### config.mk
export PLATFORM = sky130hd
export DESIGN_NAME = mtp_decoder_top
export DESIGN_NICKNAME = d
export VERILOG_FILES = /design/src/inc/mtp_pkg.sv /design/src/logic/mtp_decoder_top.sv /design/src/logic/mtp_xtalk_shaper.sv
export VERILOG_INCLUDE_DIRS = /design/src /design/src/inc
export SDC_FILE = /design/constraint.sdc
export NUM_CORES = 1
export LEC_CHECK = 0
export BUFFER_PORTS_ARGS = -buffer_cell sky130_fd_sc_hd__buf_2
export CAP_MARGIN = 15
export CORE_MARGIN = 1.5
export CORE_UTILIZATION = 49
export DETAILED_ROUTE_END_ITERATION = 12
export GPL_TIMING_DRIVEN = 1
export PLACE_DENSITY = 0.68
export RECOVER_POWER = 50
export SLEW_MARGIN = 20
export SYNTH_ARGS = -nofsm -noshare
export SYNTH_HDL_FRONTEND = slang
export SYNTH_SLANG_ARGS = --single-unit
### constraint.sdc
create_clock -name clk -period 5.25 [get_ports clk]
set_clock_uncertainty 0.15 [all_clocks]
set_input_delay 0.525 -clock clk [delete_from_list [all_inputs] [get_ports clk]]
set_output_delay 0.525 -clock clk [all_outputs]
set_load 0.01 [all_outputs]
### src/inc/mtp_params.svh
/*
 * Constants of the memory traffic pattern decoder: field codes, register map, field positions,
 * reset values and pseudo-random polynomials.
 * Assumes inclusion by bare name from the package and from the design modules.
 */
`ifndef MTP_PARAMS_SVH
`define MTP_PARAMS_SVH

// Data pattern codes
`define MTP_DP_LINEAR    4'h0
`define MTP_DP_PRBS      4'h1
`define MTP_DP_WALK1     4'h2
`define MTP_DP_WALK0     4'h3
`define MTP_DP_ONES      4'h4
`define MTP_DP_ZEROS     4'h5
`define MTP_DP_BRAM      4'h6
`define MTP_DP_CAL       4'h7

// Access modes and submodes
`define MTP_AM_READ      4'h0
`define MTP_AM_WRITE     4'h1
`define MTP_AM_WRRD      4'h2
`define MTP_AM_FOREVER   4'h3
`define MTP_SUB_SEQ      2'h0
`define MTP_SUB_INTER    2'h1

// Crosstalk modes
`define MTP_XT_NONE      3'h0
`define MTP_XT_HIGH      3'h1
`define MTP_XT_LOW       3'h2
`define MTP_XT_FOLLOW    3'h3
`define MTP_XT_INVERT    3'h4
`define MTP_XT_DAGGR     3'h5
`define MTP_XT_DVICT     3'h6
`define MTP_XT_CAL       3'h7
`define MTP_DELAY_MAX    5'h18
`define MTP_HIST_LEN     25

// Pseudo-random lengths, taps and masks
`define MTP_LFSR_W       23
`define MTP_PL_8         2'h0
`define MTP_PL_10        2'h1
`define MTP_PL_23        2'h2
`define MTP_TAPS_8       23'h0000b8
`define MTP_TAPS_10      23'h000240
`define MTP_TAPS_23      23'h420000
`define MTP_MASK_8       23'h0000ff
`define MTP_MASK_10      23'h0003ff
`define MTP_MASK_23      23'h7fffff
`define MTP_SEED         23'h000001

// Register map (byte addresses)
`define MTP_ADR_CTRL     8'h00
`define MTP_ADR_INSTR    8'h04
`define MTP_ADR_TARGET   8'h08
`define MTP_ADR_COUNT    8'h0c
`define MTP_ADR_STATUS   8'h10
`define MTP_ADR_ERRCNT   8'h14
`define MTP_ADR_BPTR     8'h18
`define MTP_ADR_BDATA    8'h1c
`define MTP_ADR_PROGRESS 8'h20

// Field positions
`define MTP_CTRL_START   0
`define MTP_CTRL_STOP    1
`define MTP_INSTR_W      20
`define MTP_F_DP         3:0
`define MTP_F_AM         7:4
`define MTP_F_SUB        9:8
`define MTP_F_XT         12:10
`define MTP_F_DLY        17:13
`define MTP_F_PL         19:18
`define MTP_ST_BUSY      0
`define MTP_ST_DONE      1
`define MTP_ST_INVALID   2
`define MTP_ST_MISMATCH  3
`define MTP_ST_W         4

// Counter width and reset values
`define MTP_CNT_W        16
`define MTP_CNT_ONE      16'h0001
`define MTP_INSTR_RST    20'h00000
`define MTP_COUNT_RST    16'h0000

`endif

### src/inc/mtp_pkg.sv
/*
 * Types shared by the pattern decoder modules.
 * Assumes mtp_params.svh on the include path.
 */
`default_nettype none
`include "mtp_params.svh"

package mtp_pkg;
	typedef enum logic {MTP_IDLE, MTP_RUN} mtp_state_t;
	typedef logic [2:0] mtp_xtalk_t;
	typedef logic [4:0] mtp_delay_t;
	typedef logic [`MTP_INSTR_W-1:0] mtp_instr_t;
endpackage : mtp_pkg

`default_nettype wire

### src/logic/mtp_decoder_top.sv
/*
 * Memory traffic pattern decoder: decodes instruction fields into read and write commands
 * with shaped data for a memory controller user port, and checks returned read data in write-read and read-forever accesses.
 * Assumes a classic Wishbone master on the same clock and an in-order read return.
 */
`default_nettype none
`include "mtp_params.svh"

module mtp_decoder_top #(
	parameter int IW = 4,
	parameter int AW = 16,
	parameter int BW = 4
) (
	input  wire logic                clk,
	input  wire logic                rst_n,
	input  wire logic                wb_cyc_i,
	input  wire logic                wb_stb_i,
	input  wire logic                wb_we_i,
	input  wire logic [7:0]          wb_adr_i,
	input  wire logic [3:0]          wb_sel_i,
	input  wire logic [31:0]         wb_dat_i,
	output logic [31:0]              wb_dat_o,
	output logic                     wb_ack_o,
	output logic                     cmd_valid,
	input  wire logic                cmd_ready,
	output logic                     cmd_write,
	output logic [AW-1:0]            cmd_addr,
	output logic [(1<<IW)-1:0]       cmd_wdata,
	input  wire logic                rd_valid,
	input  wire logic [(1<<IW)-1:0]  rd_data
);
	import mtp_pkg::*;
	localparam int DW = 1 << IW;
	localparam int BRAM_DEPTH = 1 << BW;

	function automatic logic [31:0] merge(input logic [31:0] old, input logic [31:0] nw, input logic [31:0] m);
		return (old & ~m) | (nw & m);
	endfunction : merge

	function automatic logic [`MTP_LFSR_W-1:0] lfsr_step(input logic [1:0] pl, input logic [`MTP_LFSR_W-1:0] s);
		logic [`MTP_LFSR_W-1:0] taps;
		logic [`MTP_LFSR_W-1:0] m;
		taps = `MTP_TAPS_23;
		m    = `MTP_MASK_23;
		case (pl)
			`MTP_PL_8: begin
				taps = `MTP_TAPS_8;
				m    = `MTP_MASK_8;
			end
			`MTP_PL_10: begin
				taps = `MTP_TAPS_10;
				m    = `MTP_MASK_10;
			end
			default: begin
				taps = `MTP_TAPS_23;
				m    = `MTP_MASK_23;
			end
		endcase
		return {s[`MTP_LFSR_W-2:0], ^(s & taps)} & m;
	endfunction : lfsr_step

	// Base data word of the idx-th access, before crosstalk shaping
	function automatic logic [DW-1:0] pattern(input logic [3:0] dp, input logic [`MTP_CNT_W-1:0] idx,
		input logic [`MTP_LFSR_W-1:0] prbs, input logic [DW-1:0] ram);
		logic [DW-1:0] p;
		p = '0;
		for (int b = 0; b < DW; b++) begin
			case (dp)
				`MTP_DP_LINEAR: p[b] = idx[b % `MTP_CNT_W];
				`MTP_DP_PRBS:   p[b] = prbs[b % `MTP_LFSR_W];
				`MTP_DP_WALK1:  p[b] = (idx[IW-1:0] == IW'(b));
				`MTP_DP_WALK0:  p[b] = (idx[IW-1:0] != IW'(b));
				`MTP_DP_ONES:   p[b] = 1'b1;
				`MTP_DP_ZEROS:  p[b] = 1'b0;
				`MTP_DP_BRAM:   p[b] = ram[b];
				`MTP_DP_CAL:    p[b] = idx[0] ^ idx[2] ^ b[0];
				default:        p[b] = 1'b0;
			endcase
		end
		return p;
	endfunction : pattern

	logic                   wb_ack_q;
	logic [31:0]            wb_dat_q;
	mtp_instr_t             instr_q;
	mtp_instr_t             run_instr_q;
	logic [IW-1:0]          target_q;
	logic [IW-1:0]          run_target_q;
	logic [`MTP_CNT_W-1:0]  count_q;
	logic [`MTP_CNT_W-1:0]  run_count_q;
	logic [BW-1:0]          bptr_q;
	logic [DW-1:0]          bram_q [BRAM_DEPTH];
	mtp_state_t             state_q;
	logic [`MTP_CNT_W-1:0]  wr_cnt_q;
	logic [`MTP_CNT_W-1:0]  rd_cnt_q;
	logic [`MTP_CNT_W-1:0]  chk_cnt_q;
	logic [`MTP_CNT_W-1:0]  errcnt_q;
	logic [`MTP_LFSR_W-1:0] lfsr_w_q;
	logic [`MTP_LFSR_W-1:0] lfsr_r_q;
	logic [`MTP_LFSR_W-1:0] mix_q;
	logic                   done_q;
	logic                   invalid_q;
	logic                   err_q;
	logic                   cmd_valid_q;
	logic                   cmd_write_q;
	logic [AW-1:0]          cmd_addr_q;
	logic [DW-1:0]          cmd_wdata_q;
	logic [DW-1:0]          shaped_w;
	logic [DW-1:0]          shaped_r;

	// Register bus decode
	wire        wb_req   = wb_cyc_i & wb_stb_i;
	wire        wb_wr    = wb_req & wb_we_i & wb_ack_q;
	wire [31:0] wb_mask  = {{8{wb_sel_i[3]}}, {8{wb_sel_i[2]}}, {8{wb_sel_i[1]}}, {8{wb_sel_i[0]}}};
	wire [31:0] ctrl_new = merge(32'h0, wb_dat_i, wb_mask);
	wire [31:0] instr_nw = merge({{(32-`MTP_INSTR_W){1'b0}}, instr_q}, wb_dat_i, wb_mask);
	wire [31:0] tgt_nw   = merge({{(32-IW){1'b0}}, target_q}, wb_dat_i, wb_mask);
	wire [31:0] cnt_nw   = merge({{(32-`MTP_CNT_W){1'b0}}, count_q}, wb_dat_i, wb_mask);
	wire [31:0] bptr_nw  = merge({{(32-BW){1'b0}}, bptr_q}, wb_dat_i, wb_mask);
	wire        wr_ctrl  = wb_wr & (wb_adr_i == `MTP_ADR_CTRL);
	wire        wr_instr = wb_wr & (wb_adr_i == `MTP_ADR_INSTR);
	wire        wr_tgt   = wb_wr & (wb_adr_i == `MTP_ADR_TARGET);
	wire        wr_cnt   = wb_wr & (wb_adr_i == `MTP_ADR_COUNT);
	wire        wr_bptr  = wb_wr & (wb_adr_i == `MTP_ADR_BPTR);
	wire        wr_bdata = wb_wr & (wb_adr_i == `MTP_ADR_BDATA);
	wire        running  = (state_q == MTP_RUN);
	wire        start_p  = wr_ctrl & ctrl_new[`MTP_CTRL_START] & ~running;
	wire        stop_p   = wr_ctrl & ctrl_new[`MTP_CTRL_STOP] & running;

	// Instruction check at start
	wire [3:0] dp_n  = instr_q[`MTP_F_DP];
	wire [3:0] am_n  = instr_q[`MTP_F_AM];
	wire       ok_n  = (dp_n <= `MTP_DP_CAL) & (am_n <= `MTP_AM_FOREVER)
		& ((am_n != `MTP_AM_WRRD) | (instr_q[`MTP_F_SUB] <= `MTP_SUB_INTER))
		& (instr_q[`MTP_F_DLY] <= `MTP_DELAY_MAX)
		& (instr_q[`MTP_F_PL] <= `MTP_PL_23)
		& ((dp_n == `MTP_DP_CAL) == (instr_q[`MTP_F_XT] == `MTP_XT_CAL))
		& (count_q != '0);

	// Fields of the running instruction
	wire [3:0]       dp_r  = run_instr_q[`MTP_F_DP];
	wire [3:0]       am_r  = run_instr_q[`MTP_F_AM];
	wire [1:0]       sub_r = run_instr_q[`MTP_F_SUB];
	wire mtp_xtalk_t xt_r  = run_instr_q[`MTP_F_XT];
	wire mtp_delay_t dly_r = run_instr_q[`MTP_F_DLY];
	wire [1:0]       pl_r  = run_instr_q[`MTP_F_PL];

	// Command selection
	wire issue_slot = running & (~cmd_valid_q | cmd_ready);
	wire wr_left    = wr_cnt_q < run_count_q;
	wire rd_left    = rd_cnt_q < run_count_q;
	wire rd_behind  = rd_cnt_q < wr_cnt_q;
	wire wrrd       = (am_r == `MTP_AM_WRRD);
	wire seq_sub    = wrrd & (sub_r == `MTP_SUB_SEQ);
	wire int_sub    = wrrd & (sub_r == `MTP_SUB_INTER);
	wire want_wr    = wr_left & ((am_r == `MTP_AM_WRITE) | seq_sub | (am_r == `MTP_AM_FOREVER)
		| (int_sub & (~rd_behind | mix_q[0])));
	wire want_rd    = ~want_wr & (((am_r == `MTP_AM_READ) & rd_left) | (seq_sub & rd_left)
		| (int_sub & rd_behind) | (am_r == `MTP_AM_FOREVER));
	wire issue_wr   = issue_slot & want_wr;
	wire issue_rd   = issue_slot & want_rd;
	wire rd_wrap    = (am_r == `MTP_AM_FOREVER) & (rd_cnt_q == run_count_q - `MTP_CNT_ONE);

	// Read return check
	wire check_en   = wrrd | (am_r == `MTP_AM_FOREVER);
	wire chk_go     = running & rd_valid & check_en;
	wire chk_wrap   = chk_go & (am_r == `MTP_AM_FOREVER) & (chk_cnt_q == run_count_q - `MTP_CNT_ONE);
	wire mismatch   = chk_go & (rd_data != shaped_r);
	wire all_done   = running & ~want_wr & ~want_rd & ~cmd_valid_q & (~check_en | (chk_cnt_q == run_count_q));

	wire [DW-1:0] base_w = pattern(dp_r, wr_cnt_q, lfsr_w_q, bram_q[wr_cnt_q[BW-1:0]]);
	wire [DW-1:0] base_r = pattern(dp_r, chk_cnt_q, lfsr_r_q, bram_q[chk_cnt_q[BW-1:0]]);

	mtp_xtalk_shaper #(.IW(IW)) u_shape_wr (
		.clk    (clk),
		.rst_n  (rst_n),
		.clr    (start_p),
		.adv    (issue_wr),
		.mode   (xt_r),
		.delay  (dly_r),
		.target (run_target_q),
		.base   (base_w),
		.shaped (shaped_w)
	);

	mtp_xtalk_shaper #(.IW(IW)) u_shape_rd (
		.clk    (clk),
		.rst_n  (rst_n),
		.clr    (start_p | chk_wrap),
		.adv    (chk_go),
		.mode   (xt_r),
		.delay  (dly_r),
		.target (run_target_q),
		.base   (base_r),
		.shaped (shaped_r)
	);

	// Read mux
	wire [`MTP_ST_W-1:0] status = {err_q, invalid_q, done_q, running};
	wire [31:0] rd_mux =
		(wb_adr_i == `MTP_ADR_INSTR)    ? {{(32-`MTP_INSTR_W){1'b0}}, instr_q} :
		(wb_adr_i == `MTP_ADR_TARGET)   ? {{(32-IW){1'b0}}, target_q} :
		(wb_adr_i == `MTP_ADR_COUNT)    ? {{(32-`MTP_CNT_W){1'b0}}, count_q} :
		(wb_adr_i == `MTP_ADR_STATUS)   ? {{(32-`MTP_ST_W){1'b0}}, status} :
		(wb_adr_i == `MTP_ADR_ERRCNT)   ? {{(32-`MTP_CNT_W){1'b0}}, errcnt_q} :
		(wb_adr_i == `MTP_ADR_BPTR)     ? {{(32-BW){1'b0}}, bptr_q} :
		(wb_adr_i == `MTP_ADR_PROGRESS) ? {{(32-`MTP_CNT_W){1'b0}}, chk_cnt_q} : 32'h0;

	always_ff @(posedge clk or negedge rst_n) begin
		if (!rst_n) begin
			wb_ack_q <= 1'b0;
			wb_dat_q <= 32'h0;
		end else begin
			wb_ack_q <= wb_req & ~wb_ack_q;
			wb_dat_q <= (wb_req & ~wb_ack_q) ? rd_mux : wb_dat_q;
		end
	end

	always_ff @(posedge clk or negedge rst_n) begin
		if (!rst_n) begin
			instr_q  <= `MTP_INSTR_RST;
			target_q <= '0;
			count_q  <= `MTP_COUNT_RST;
			bptr_q   <= '0;
		end else begin
			instr_q  <= wr_instr ? instr_nw[`MTP_INSTR_W-1:0] : instr_q;
			target_q <= wr_tgt ? tgt_nw[IW-1:0] : target_q;
			count_q  <= wr_cnt ? cnt_nw[`MTP_CNT_W-1:0] : count_q;
			bptr_q   <= wr_bptr ? bptr_nw[BW-1:0] : (wr_bdata ? bptr_q + BW'(1) : bptr_q);
		end
	end

	// Pattern table has no reset; software loads it before use
	always_ff @(posedge clk) begin
		if (wr_bdata) begin
			bram_q[bptr_q] <= wb_dat_i[DW-1:0];
		end
	end

	always_ff @(posedge clk or negedge rst_n) begin
		if (!rst_n) begin
			state_q      <= MTP_IDLE;
			run_instr_q  <= `MTP_INSTR_RST;
			run_target_q <= '0;
			run_count_q  <= `MTP_COUNT_RST;
			invalid_q    <= 1'b0;
			done_q       <= 1'b0;
		end else begin
			case (state_q)
				MTP_IDLE: state_q <= (start_p & ok_n) ? MTP_RUN : MTP_IDLE;
				MTP_RUN:  state_q <= (stop_p | all_done) ? MTP_IDLE : MTP_RUN;
				default:  state_q <= MTP_IDLE;
			endcase
			run_instr_q  <= start_p ? instr_q : run_instr_q;
			run_target_q <= start_p ? target_q : run_target_q;
			run_count_q  <= start_p ? count_q : run_count_q;
			invalid_q    <= start_p ? ~ok_n : invalid_q;
			done_q       <= all_done | (done_q & ~start_p);
		end
	end

	always_ff @(posedge clk or negedge rst_n) begin
		if (!rst_n) begin
			wr_cnt_q  <= '0;
			rd_cnt_q  <= '0;
			lfsr_w_q  <= `MTP_SEED;
			mix_q     <= `MTP_SEED;
		end else begin
			wr_cnt_q  <= start_p ? '0 : (issue_wr ? wr_cnt_q + `MTP_CNT_ONE : wr_cnt_q);
			rd_cnt_q  <= (start_p | (issue_rd & rd_wrap)) ? '0 : (issue_rd ? rd_cnt_q + `MTP_CNT_ONE : rd_cnt_q);
			lfsr_w_q  <= start_p ? `MTP_SEED : (issue_wr ? lfsr_step(pl_r, lfsr_w_q) : lfsr_w_q);
			mix_q     <= start_p ? `MTP_SEED : (issue_slot ? lfsr_step(`MTP_PL_8, mix_q) : mix_q);
		end
	end

	always_ff @(posedge clk or negedge rst_n) begin
		if (!rst_n) begin
			chk_cnt_q <= '0;
			lfsr_r_q  <= `MTP_SEED;
			errcnt_q  <= '0;
			err_q     <= 1'b0;
		end else begin
			chk_cnt_q <= (start_p | chk_wrap) ? '0 : (chk_go ? chk_cnt_q + `MTP_CNT_ONE : chk_cnt_q);
			lfsr_r_q  <= (start_p | chk_wrap) ? `MTP_SEED : (chk_go ? lfsr_step(pl_r, lfsr_r_q) : lfsr_r_q);
			errcnt_q  <= start_p ? '0 : (mismatch ? errcnt_q + `MTP_CNT_ONE : errcnt_q);
			err_q     <= mismatch | (err_q & ~start_p);
		end
	end

	always_ff @(posedge clk or negedge rst_n) begin
		if (!rst_n) begin
			cmd_valid_q <= 1'b0;
			cmd_write_q <= 1'b0;
			cmd_addr_q  <= '0;
			cmd_wdata_q <= '0;
		end else if (~running | stop_p) begin
			cmd_valid_q <= 1'b0;
		end else if (issue_slot) begin
			cmd_valid_q <= issue_wr | issue_rd;
			cmd_write_q <= issue_wr;
			cmd_addr_q  <= issue_wr ? AW'(wr_cnt_q) : AW'(rd_cnt_q);
			cmd_wdata_q <= issue_wr ? shaped_w : '0;
		end
	end

	assign wb_ack_o  = wb_ack_q;
	assign wb_dat_o  = wb_dat_q;
	assign cmd_valid = cmd_valid_q;
	assign cmd_write = cmd_write_q;
	assign cmd_addr  = cmd_addr_q;
	assign cmd_wdata = cmd_wdata_q;
endmodule : mtp_decoder_top

`default_nettype wire

### src/logic/mtp_xtalk_shaper.sv
/*
 * Crosstalk shaper: forces the neighbours of one target bit, or the target bit itself,
 * from a base data word, with an optional delay history counted in generated words.
 * Assumes the delay has been checked against its limit before a run starts.
 */
`default_nettype none
`include "mtp_params.svh"

module mtp_xtalk_shaper #(
	parameter int IW = 4
) (
	input  wire logic               clk,
	input  wire logic               rst_n,
	input  wire logic               clr,
	input  wire logic               adv,
	input  wire mtp_pkg::mtp_xtalk_t mode,
	input  wire mtp_pkg::mtp_delay_t delay,
	input  wire logic [IW-1:0]      target,
	input  wire logic [(1<<IW)-1:0] base,
	output logic [(1<<IW)-1:0]      shaped
);
	import mtp_pkg::*;
	localparam int DW = 1 << IW;

	logic [`MTP_HIST_LEN-1:0] hist_v_q;
	logic [`MTP_HIST_LEN-1:0] hist_a_q;
	logic [IW-1:0]            nb;
	logic                     victim;
	logic                     aggr;
	logic                     dly_v;
	logic                     dly_a;

	// Nearest neighbour stands for the aggressor group when the target lags it
	assign nb     = target + IW'(1);
	assign victim = base[target];
	assign aggr   = base[nb];
	assign dly_v  = (delay == '0) ? victim : hist_v_q[delay - 5'h1];
	assign dly_a  = (delay == '0) ? aggr : hist_a_q[delay - 5'h1];

	always_ff @(posedge clk or negedge rst_n) begin
		if (!rst_n) begin
			hist_v_q <= '0;
			hist_a_q <= '0;
		end else if (clr) begin
			hist_v_q <= '0;
			hist_a_q <= '0;
		end else if (adv) begin
			hist_v_q <= {hist_v_q[`MTP_HIST_LEN-2:0], victim};
			hist_a_q <= {hist_a_q[`MTP_HIST_LEN-2:0], aggr};
		end
	end

	genvar b;
	generate
		for (b = 0; b < DW; b++) begin : g_bit
			// Every bit except the target is an aggressor
			assign shaped[b] = (target == IW'(b)) ? ((mode == `MTP_XT_DVICT) ? dly_a : base[b]) :
				(mode == `MTP_XT_HIGH)   ? 1'b1 :
				(mode == `MTP_XT_LOW)    ? 1'b0 :
				(mode == `MTP_XT_FOLLOW) ? victim :
				(mode == `MTP_XT_INVERT) ? ~victim :
				(mode == `MTP_XT_DAGGR)  ? dly_v : base[b];
		end
	endgenerate
endmodule : mtp_xtalk_shaper

`default_nettype wire
==> run metrics <==
critical path peak fanout=28; synthesized instance count=3217; ys async rst share=58.5%; Tmin final=5.14 ns; number of flops mapped to enable cells by yosys=256; Most Crowded Layer GR=met2; Slew Viols, Final=155; Clock Tree Buf Depth=3; most frequent cells in the layout=nand2_1 (553), dfrtp_1 (353), edfxtp_1 (256), a21oi_1 (244), buf_4 (180); initial antenna violation count=2; core region area=69900 um2; # Max-Cap Violations=2; area share of xor/xnor cells in the synthesized design=2.44%; Placed Instances=4236; final worst path period share=98.0%; final instance count without filler cells=4372; FP Rows=97; hold path depth=3; # IOs=134; Avg Cell Area, Syn=10.7 um2; clock root buffer=clkbuf_16; placed cell area=37100 um2; status=finished, violations left; finished layout cell area=39600 um2; # setup viols final=0; Initial Util=49.4%; PD cells=252 nW/um2; failing checks=max-capacitance violations, max-slew violations; mux cell area share after synthesis=13.4%; Top delay family on crit path=compound AO/OA/AOI/OAI gates; met3 Use GR=5.68%; Synth Area in Compound Gates=13.7%; global-route wire length before repair=169 mm; Worst R2R Path Depth=19; fill count=5900; CP startpoint kind=register; First-pass DRT Iterations=6; R2R Path Start=chk_cnt_q[1]; Die Ht=268 um; total number of yosys warnings=0; die width=268 um; GP Congestion=0.955; critical path class=reg -> reg; Leak=15.7 nW; Max IR drop VDD=223 uV; H-tree levels=3; met1 Use GR=42.1%; Slew HR=-104%; Crit path largest cell delay=0.54 ns; Yosys cell types=101; largest net degree at the start of global routing=118; Register Area=16700 um2; clock-pin slew on the worst setup and hold paths=0.07 ns; share of layout cells above drive strength 1=18.7%; largest family of logic cells by synthesized area=simple AND/OR/NAND/NOR gates; DRC=0; worst slew pin tran=3.05 ns; reg2reg end=errcnt_q[11]; Vias=28100; CP cell instances=buf_4 -> ha_1 -> and4b_1 -> a21o_1 -> o211ai_1 -> o2111ai_1 -> o2bb2a_1 -> and3_2 -> a211oi_4 -> buf_6 -> nor2_1 -> o21a_1 -> or4_1 -> nand4_1 -> buf_4 -> nor4_4 -> buf_12 -> or4_1 -> a21oi_2; Port Buf Inserts=108; WP data required=5.63 ns; crit end category=register; GRT Util Overall=31.1%; fmax=194 MHz; CTS tree=built; met2 usage=49.6%; Most used DFF post-synth=dfrtp_1; drt wl/cell=25.6 um; sequential cell area fraction in the yosys report=48.4%; min-delay worst type=in -> reg; synthesized flop and latch total=617; Layout Nets=3514; grt total ovfl=0; Critical-path top delay cell=dfrtp_4; later-pin clock latency in the skew report=0.63 ns; CTS Buf Count=68; synthesis-to-finish area growth=14.7%; DRT Wirelength=112 mm; area of the multi-input gates=16800 um2; DR iter-0 viols=3350; Post-DRT Antenna Nets=0; post-synthesis adder-cell area fraction=2.39%; hold path start=wb_adr_i[3]; Cell Area, Synth=34500 um2; Via density=6.43; crit path buf inv count=4; Die ar.=72100 um2; DP HPWL=78.4 mm; crit path DAT=5.53 ns; R2R setup slack=0.11 ns; setup TNS=0 ns; Hold Violations, Final=0; vias in the first global route=27300; CTS Sinks=617; commonest non-fill, non-tap cell in the layout=nand2_1; post-synthesis simple-gate area fraction=15.6%
==> routing by layer <==
layer / part of all wire [%] / vias up
li1: - / 12400
met1: 40 / 14100
met2: 47 / 1426
met3: 8.9 / 263
met4: 4.1 / 2
met5: 0.011 / -
==> final cells by class <==
type / count / area share, %
Tap cell: 940 / 2.97
Timing Repair Buffer: 330 / 6.25
Inverter: 66 / 0.625
Antenna cell: 1 / 0.00632
Clock inverter: 21 / 0.502
Sequential cell: 617 / 42.3
Clock buffer: 99 / 5.09
Multi-Input combinational cell: 2298 / 42.3
==> timing repair <==
item | 4_1_cts | 5_1_grt
endpoints found under the setup margin | 16 | 17
resized for setup | 8 | 48
gates cloned | 1 | 0
pin swaps | 2 | 10
setup buffers | 2 | 7
hold endpoints to repair | 115 | 0
hold buffers | 5 | 0
==> metrics by stage <==
step           utilization [%]  setup slack (ns)  total power (W)  hold slack (ns)
2_1_floorplan                -           0.00263          0.00518           0.0794
3_3_place_gp              53.1            -0.191          0.00530            0.299
3_5_place_dp              53.1            -0.180          0.00531            0.313
4_1_cts                   56.4            0.0239           0.0100            0.111
5_1_grt                   56.7           -0.0194           0.0103            0.144
6_report                  56.7             0.107           0.0100            0.128
==> logic make-up after synthesis <==
kind of cell | after synthesis
xor+xnor | 96
flops | 617
fa+ha+maj | 66
other cells | 1
mux | 259
simple gates | 1146
buf+inv | 313
compound gates | 719
==> worst max-delay path by stage <==
| stage | startpoint | end | slack, ns | cells past startpoint |
|---|---|---|---|---|
| after global routing | chk_cnt_q[1] | errcnt_q[2] | -0.02 | 21 |
| after detailed placement | chk_cnt_q[0] | errcnt_q[3] | -0.18 | 16 |
| after CTS | chk_cnt_q[0] | errcnt_q[2] | 0.02 | 19 |
| final | chk_cnt_q[1] | errcnt_q[11] | 0.11 | 19 |
| after floorplan | run_instr_q[13] | errcnt_q[1] | 0.003 | 23 |
| after global placement | chk_cnt_q[0] | errcnt_q[3] | -0.19 | 16 |
==> worst min-delay path: cells and delay by family <==
family,cells,cell delay (ns)
AOI/OAI and AO/OA,1,0.08
buffers and inverters,1,0.13
and+or+nand+nor,1,0.11
==> flip-flops by register name (all words and copies together) (netlist names), 20 cells and up, named ones only <==
register / cells
u_shape_wr.hist_v_q: 25
run_instr_q: 20
wb_dat_o: 20
lfsr_r_q: 23
u_shape_rd.hist_v_q: 25
u_shape_rd.hist_a_q: 25
bram_q: 256
u_shape_wr.hist_a_q: 25
lfsr_w_q: 23
==> synthesized netlist by cell type (49+ instances only) <==
library cell / instances / area, um2
nand4_1: 49 / 307
edfxtp_1: 256 / 7690
mux4_2: 159 / 3580
inv_1: 62 / 233
ha_1: 66 / 826
clkbuf_1: 171 / 642
nor2_1: 156 / 586
o21ai_0: 121 / 606
nor3_1: 50 / 250
nand2_1: 555 / 2080
nand3_1: 120 / 601
xnor2_1: 60 / 526
dfrtp_1: 358 / 8960
a21oi_1: 245 / 1230
mux2i_1: 58 / 581
==> power by group <==
part / internal (W) / total, W / leakage (nW) / switching, W
logic: 0.0000373 / 0.000178 / 7.44 / 0.000141
registers: 0.00503 / 0.00504 / 7.14 / 0.00000288
clock network: 0.00278 / 0.00478 / 1.08 / 0.00201
total: 0.00785 / 0.0100 / 15.7 / 0.00215
Power figures use the tool's default switching activity.
